===== config.mk =====
export PLATFORM = sky130hd
export DESIGN_NAME = ffir_regs
export DESIGN_NICKNAME = d
export VERILOG_FILES = /design/src/inc/ffir_pkg.sv /design/src/hw/ffir_regs.sv
export SDC_FILE = /design/constraint.sdc
export NUM_CORES = 1
export LEC_CHECK = 0
export BUFFER_PORTS_ARGS = -buffer_cell sky130_fd_sc_hd__buf_4
export CAP_MARGIN = 10
export CORE_UTILIZATION = 35
export DETAILED_ROUTE_END_ITERATION = 10
export GPL_ROUTABILITY_DRIVEN = 0
export GPL_TIMING_DRIVEN = 0
export REMOVE_ABC_BUFFERS = 1
export SLEW_MARGIN = 20
export SYNTH_ARGS = -nofsm -noshare
export SYNTH_HDL_FRONTEND = slang
export SYNTH_SLANG_ARGS = --single-unit

===== constraint.sdc =====
create_clock -name i_clk -period 4.2 [get_ports i_clk]
set_clock_uncertainty 0.15 [all_clocks]
set_input_delay 0.21 -clock i_clk [delete_from_list [all_inputs] [get_ports i_clk]]
set_output_delay 0.21 -clock i_clk [all_outputs]
set_load 0.02 [all_outputs]

===== src/inc/ffir_pkg.sv =====
// constants and types for the fault flag and identity register block
package ffir_pkg;
    // ****************************************************************
    // register map
    // ****************************************************************
    localparam logic [7:0] ID_OFF = 8'h00;
    localparam logic [7:0] FLT_OFF = 8'h01;
    localparam logic [4:0] FLT_RESET = 5'h00;
    localparam logic [7:0] PTR_RESET = 8'h00;
    localparam int FLT_STARTUP_BIT = 4;
    localparam int FLT_LOCKOUT_BIT = 3;
    localparam int FLT_TEMP_BIT = 2;
    localparam int FLT_SHORT_BIT = 1;
    localparam int FLT_ILIM_BIT = 0;
    localparam logic [6:0] SLAVE_ADDR = 7'h20;

    // ****************************************************************
    // timing
    // ****************************************************************
    localparam int CLK_MHZ = 50;
    localparam int ILIM_TIME_US = 500;
    localparam int HOLD_TIME_MS = 100;
    localparam int ILIM_CYC = ILIM_TIME_US * CLK_MHZ;
    localparam int HOLD_CYC = HOLD_TIME_MS * 1000 * CLK_MHZ;

    // ****************************************************************
    // serial engine states
    // ****************************************************************
    typedef enum logic [3:0] {
        ST_IDLE = 4'h0,
        ST_ADDR = 4'h1,
        ST_ACK_ADDR = 4'h2,
        ST_REGA = 4'h3,
        ST_ACK_REG = 4'h4,
        ST_WDATA = 4'h5,
        ST_ACK_WR = 4'h6,
        ST_RDATA = 4'h7,
        ST_MACK = 4'h8
    } ffir_state_e;
endpackage


===== src/hw/ffir_regs.sv =====
// serial slave with identity register and read-to-clear fault flags
`timescale 1ns/1ns
// Operation
// - identity register: product code in bits 7:4, silicon revision in 3:0.
// - startup timeout event sets and holds fault bit 4.
// - input lockout event sets and holds fault bit 3.
// - over-temperature event sets and holds fault bit 2.
// - output short event sets and holds fault bit 1.
// - bit 0 sets only after peak limit held 500 us in PWM.
// - reading fault register returns old flags, then clears them.
// - serial clock held low over 100 ms returns all registers to default.
module ffir_regs #(
    parameter int ILIM_CYCLES = ffir_pkg::ILIM_CYC,
    parameter int HOLD_CYCLES = ffir_pkg::HOLD_CYC,
    parameter logic [3:0] PRODUCT_ID = 4'h5, // arbitrary value
    parameter logic [3:0] SILICON_REV = 4'h3 // arbitrary value
) (
    input wire logic i_clk,
    input wire logic i_sys_rst,
    input wire logic i_scl,
    input wire logic i_sda,
    output logic o_sda_out,
    output logic o_sda_oe,
    input wire logic i_startup_timeout,
    input wire logic i_input_lockout,
    input wire logic i_over_temp,
    input wire logic i_output_short,
    input wire logic i_peak_ilim,
    input wire logic i_pwm_mode,
    output logic o_hw_reset
);
    import ffir_pkg::*;

    // ****************************************************************
    // state
    // ****************************************************************
    localparam int IW = $clog2(ILIM_CYCLES + 1);
    localparam int HW = $clog2(HOLD_CYCLES + 1);
    localparam logic [IW-1:0] ILIM_MAX = IW'(ILIM_CYCLES);
    localparam logic [HW-1:0] HOLD_MAX = HW'(HOLD_CYCLES);

    typedef struct packed {
        logic [2:0] scl_s;
        logic [2:0] sda_s;
        logic scl;
        logic sda;
        ffir_state_e st;
        logic [2:0] cnt;
        logic full;
        logic [7:0] sh;
        logic rw;
        logic nack;
        logic [7:0] ptr;
        logic [7:0] obyte;
        logic [4:0] flags;
        logic [IW-1:0] ilim_cnt;
        logic [HW-1:0] hold_cnt;
        logic sda_oe;
        logic sda_out;
        logic hw_rst;
    } ffir_q_s;

    ffir_q_s q;
    ffir_q_s next_q;
    logic rise;
    logic fall;
    logic start;
    logic stop;
    logic ilim_hit;
    logic hw_clear;
    logic load_flt;
    logic [4:0] ev;
    logic [4:0] clr;
    logic [7:0] rd_ptr;

    function automatic logic [7:0] rd_reg(input logic [7:0] p,
                                          input logic [4:0] f);
        if (p == ID_OFF) begin
            rd_reg = {PRODUCT_ID, SILICON_REV};
        end else if (p == FLT_OFF) begin
            rd_reg = {3'h0, f};
        end else begin
            rd_reg = 8'h00;
        end
    endfunction

    // ****************************************************************
    // next state
    // ****************************************************************
    always_comb begin
        next_q = q;
        rd_ptr = q.ptr;
        load_flt = 1'b0;
        clr = 5'h00;
        // three stages; a level counts once stages two and three agree
        next_q.scl_s = {q.scl_s[1:0], i_scl};
        next_q.sda_s = {q.sda_s[1:0], i_sda};
        if (q.scl_s[2] == q.scl_s[1]) begin
            next_q.scl = q.scl_s[2];
        end
        if (q.sda_s[2] == q.sda_s[1]) begin
            next_q.sda = q.sda_s[2];
        end
        rise = next_q.scl & ~q.scl;
        fall = ~next_q.scl & q.scl;
        start = q.scl & next_q.scl & q.sda & ~next_q.sda;
        stop = q.scl & next_q.scl & ~q.sda & next_q.sda;

        // peak limit must stay up without a gap in PWM operation
        ilim_hit = i_pwm_mode && i_peak_ilim && q.ilim_cnt == ILIM_MAX - 1'b1;
        if (i_pwm_mode && i_peak_ilim) begin
            if (q.ilim_cnt != ILIM_MAX) begin
                next_q.ilim_cnt = q.ilim_cnt + 1'b1;
            end
        end else begin
            next_q.ilim_cnt = '0;
        end

        ev = 5'h00;
        ev[FLT_STARTUP_BIT] = i_startup_timeout;
        ev[FLT_LOCKOUT_BIT] = i_input_lockout;
        ev[FLT_TEMP_BIT] = i_over_temp;
        ev[FLT_SHORT_BIT] = i_output_short;
        ev[FLT_ILIM_BIT] = ilim_hit;

        if (start) begin
            next_q.st = ST_ADDR;
            next_q.cnt = 3'h0;
            next_q.full = 1'b0;
            next_q.sda_oe = 1'b0;
        end else if (stop) begin
            next_q.st = ST_IDLE;
            next_q.sda_oe = 1'b0;
        end else if (rise) begin
            if (q.st == ST_MACK) begin
                next_q.nack = q.sda;
            end else if (q.st == ST_ADDR || q.st == ST_REGA ||
                         q.st == ST_WDATA || q.st == ST_RDATA) begin
                next_q.sh = {q.sh[6:0], q.sda};
                next_q.cnt = q.cnt + 3'h1;
                next_q.full = (q.cnt == 3'h7);
            end
        end else if (fall) begin
            case (q.st)
                ST_ADDR: begin
                    if (q.full) begin
                        next_q.full = 1'b0;
                        if (q.sh[7:1] == SLAVE_ADDR) begin
                            next_q.st = ST_ACK_ADDR;
                            next_q.sda_oe = 1'b1;
                            next_q.rw = q.sh[0];
                        end else begin
                            next_q.st = ST_IDLE;
                        end
                    end
                end
                ST_ACK_ADDR: begin
                    if (q.rw) begin
                        load_flt = 1'b1;
                        next_q.st = ST_RDATA;
                    end else begin
                        next_q.sda_oe = 1'b0;
                        next_q.st = ST_REGA;
                    end
                end
                ST_REGA: begin
                    if (q.full) begin
                        next_q.full = 1'b0;
                        next_q.ptr = q.sh;
                        next_q.st = ST_ACK_REG;
                        next_q.sda_oe = 1'b1;
                    end
                end
                ST_ACK_REG: begin
                    next_q.sda_oe = 1'b0;
                    next_q.st = ST_WDATA;
                end
                ST_WDATA: begin
                    // write data is acked and dropped
                    if (q.full) begin
                        next_q.full = 1'b0;
                        next_q.st = ST_ACK_WR;
                        next_q.sda_oe = 1'b1;
                    end
                end
                ST_ACK_WR: begin
                    next_q.sda_oe = 1'b0;
                    next_q.ptr = q.ptr + 8'h01;
                    next_q.st = ST_WDATA;
                end
                ST_RDATA: begin
                    if (q.full) begin
                        next_q.full = 1'b0;
                        next_q.sda_oe = 1'b0;
                        next_q.st = ST_MACK;
                    end else begin
                        next_q.sda_oe = ~q.obyte[3'h7 - q.cnt];
                    end
                end
                ST_MACK: begin
                    if (q.nack) begin
                        next_q.st = ST_IDLE;
                    end else begin
                        rd_ptr = q.ptr + 8'h01;
                        next_q.ptr = rd_ptr;
                        load_flt = 1'b1;
                        next_q.st = ST_RDATA;
                    end
                end
                default: begin
                    next_q.st = ST_IDLE;
                end
            endcase
        end

        if (load_flt) begin
            // byte is captured before the clear takes effect
            next_q.obyte = rd_reg(rd_ptr, q.flags);
            next_q.sda_oe = ~next_q.obyte[7];
            next_q.cnt = 3'h0;
            if (rd_ptr == FLT_OFF) begin
                clr = 5'h1f;
            end
        end
        // a new event in the clearing cycle survives
        next_q.flags = (q.flags & ~clr) | ev;

        // serial clock held low long enough restores defaults
        hw_clear = ~next_q.scl && (q.hold_cnt == HOLD_MAX - 1'b1);
        if (next_q.scl) begin
            next_q.hold_cnt = '0;
        end else if (q.hold_cnt != HOLD_MAX) begin
            next_q.hold_cnt = q.hold_cnt + 1'b1;
        end
        next_q.hw_rst = hw_clear;
        if (hw_clear) begin
            next_q.st = ST_IDLE;
            next_q.flags = FLT_RESET;
            next_q.ptr = PTR_RESET;
            next_q.full = 1'b0;
            next_q.ilim_cnt = '0;
            next_q.sda_oe = 1'b0;
        end
        next_q.sda_out = 1'b0;
    end

    always_ff @(posedge i_clk) begin
        if (i_sys_rst) begin
            q <= '0;
        end else begin
            q <= next_q;
        end
    end

    assign o_sda_out = q.sda_out;
    assign o_sda_oe = q.sda_oe;
    assign o_hw_reset = q.hw_rst;
endmodule


==> qor.txt <==
Skew-Pair Late Insertion Delay - 0.34 ns
Synth-to-Final Area Change - 13.3%
drt pass-1 iters - 5
Critical Path RT - 4.24 ns
RSZ-0062 raised after global routing - false
pin count of the biggest net entering global routing - 30
Hold Path Origin - i_sys_rst
CTS clk-pin slew, worst paths - 0.07 ns
fin crit period - 3.62 ns
share of post-route cells with drive strength above 1 - 0.0705
most frequent cells in the layout - 85 x dfxtp_1, 83 x nor2_1, 38 x nand2_1, 30 x a21oi_1, 29 x o21ai_0
Setup TNS - 0 ns
worst setup path class - register to register
CP startpoint kind - register
Seq/Total Area, Yosys - 0.398
Max Clk Rate - 276 MHz
vias post-DR - 3,535
Rows - 40
Port Buf Inserts - 11
DRC - 0
Setup crit end kind - register
Synth top area share - 0.398
Post-synth ARST share - 0
Post-synth EDFFs - 0
Hold Fails Final Rpt - 0
P per Cell Area - 360 nW/um^2
Worst Tran Pin Value - 1.02 ns
Die Span X - 113 microns
TritonCTS Buffers - 9
most common cell after layout, fill and taps aside - dfxtp_1
area leader, netlist - dfxtp_1
initial antenna violation count - 0
peak fanout along the critical path - 17
Critical-path top delay cell - a21oi_1
Place WS - 0.622 ns
status - completed
DP HPWL - 6.31 mm
Crit Reg-Reg Startpoint - q[79]
Die ar. - 12,700 sq um
drt first-iter violations - 221
cell area after synthesis - 4280 sq um
synth warn - 0
Hold Crit Class - input pin to register
CTS tree - yes
clk root buf - clkbuf_16
number of max-cap violations - 0
Area contributors post-synth - dfxtp_1 40%, nor2_1 7.3%, xor2_1 4.5%, a21oi_1 3.5%, o21ai_0 3.4%
starting density of the core - 0.358
Avg Inst Size Synth - 8.34 sq um
CP startpoint - q[79]
met2 wire length - 4.27 mm
crit path buf inv count - 0
worst relative slew slack - 0.317
Distinct cells, synth - 57
ANT nets after route - 0
first-pass GRT wire length - 15.7 mm
Arr. time, crit path - 3.67 ns
Reg area - 1700 sq um
Worst Hold Slack - 0.0771 ns
Global Route Usage Sum - 0.153
clk buf depth - 2
post-route worst setup slack - 0.576 ns
WL met3 - 258 microns
gr ovfl total - 0
CP cell instances - nor4b_1 -> nor2_1 -> a21oi_1 -> o21ai_0 -> o21ai_0 -> a21oi_1
Layout fillers - 1,218
vias in the first global route - 3,375
vias per cell - 5.26
Max VDD drop - 0.273 mV
Syn Inst Count - 513
die height - 113 microns
final net count - 540
FF+latch count, synth - 85
Met1 Wirelength - 4.46 mm
multi-input logic area - 2420 sq um
Final setup viols - 0
max incr delay on CP - 0.87 ns
period utilization - 0.863
detailed-route wire length - 9.08 mm
number of antenna diodes - 0
Pins Over Slew Limit - 0
H-tree lvl count - 3
ys flop type - dfxtp_1
clk sinks - 85
Leakage - 1.73 nW
WL/cell - 13.5 microns
top routing layer in use - met4
I/O Pins - 13
Placeable Area - 12,000 sq um
Crit path max-delay family - compound AO/OA/AOI/OAI gates
-- flip-flops by register name, indices dropped and copies added (netlist names) --
name / flops
next_q: 4
o_hw_reset: 1
o_sda_oe: 1
q: 79
-- worst reg2reg max path: cells and delay by family, from the launching register on --
family	cells	cell delay, ns
compound gates	4	1.65
flops	1	0.61
simple gates	2	1.06
-- cell type report --
class | count | area share
multi-input cells | 389 | 0.499
flip-flops and latches | 85 | 0.351
clock buffers | 9 | 0.0465
well taps | 147 | 0.0380
repair buffers | 17 | 0.0294
clock inverters | 7 | 0.0214
inverters | 18 | 0.0139
-- final timing paths --
| kind | to | slack (ns) | cells after the start |
|---|---|---|---|
| worst max-delay path | q[57] | 0.58 | 6 |
| worst min-delay path | q[68] | 0.08 | 2 |
| worst max register to register | q[57] | 0.58 | 6 |
| worst min register to register | next_q[84] | 0.30 | 1 |
-- where the power goes --
group	switching, mW	internal (mW)
combinational	0.0236	0.0181
sequential	0.00647	0.814
clock	0.350	0.530
total	0.380	1.36
-- logic make-up (layout without fill, tap and decap cells) --
logic type,after synthesis,in the layout,synth area share
buffers and inverters,39,51,0.0363
other,1,1,0.000877
XOR/XNOR,38,38,0.0778
adder cells (fa/ha/maj),11,11,0.0316
flip-flops,85,85,0.398
multiplexers,15,15,0.0380
AO/OA/AOI/OAI,89,89,0.131
AND/OR/NAND/NOR,235,235,0.286
-- synth_stat cells, types with 5 or more instances --
master and number:
nor3_1 10, or3_1 6, ha_1 10, nor2_1 83, nand4_1 8, nor2b_1 11, xnor2_1 16, nand3_1 25
xor2_1 22, clkbuf_1 16, a211oi_1 5, mux2i_1 14, a21oi_1 30, o21ai_0 29, inv_1 18, dfxtp_1 85
nand2_1 38, and3_1 8, and4_1 7, a31oi_1 6
-- routing by layer --
layer  GRT usage  up-vias
met5           0        -
met4      0.0569        0
met3      0.0367        9
met2       0.251       37
met1       0.193     1666
li1            -     1823
-- timing repair --
item                                   in CTS  in global routing
endpoints found under the hold margin       6                  0
hold buffers                                6                  0
gates resized for setup                     0                  0
setup buffers                               0                  0
-- through the flow --
stage	area (sq um)	instances	utilization	total power, mW
final	4840	672	0.405	1.74
after global routing	4840	672	0.405	1.81
after CTS	4840	672	0.405	1.77
after detailed placement	4460	650	0.372	0.877
after global placement	4460	650	0.372	0.876
after floorplan	4190	492	-	0.858
No activity file was read; power rests on OpenSTA's default activity.
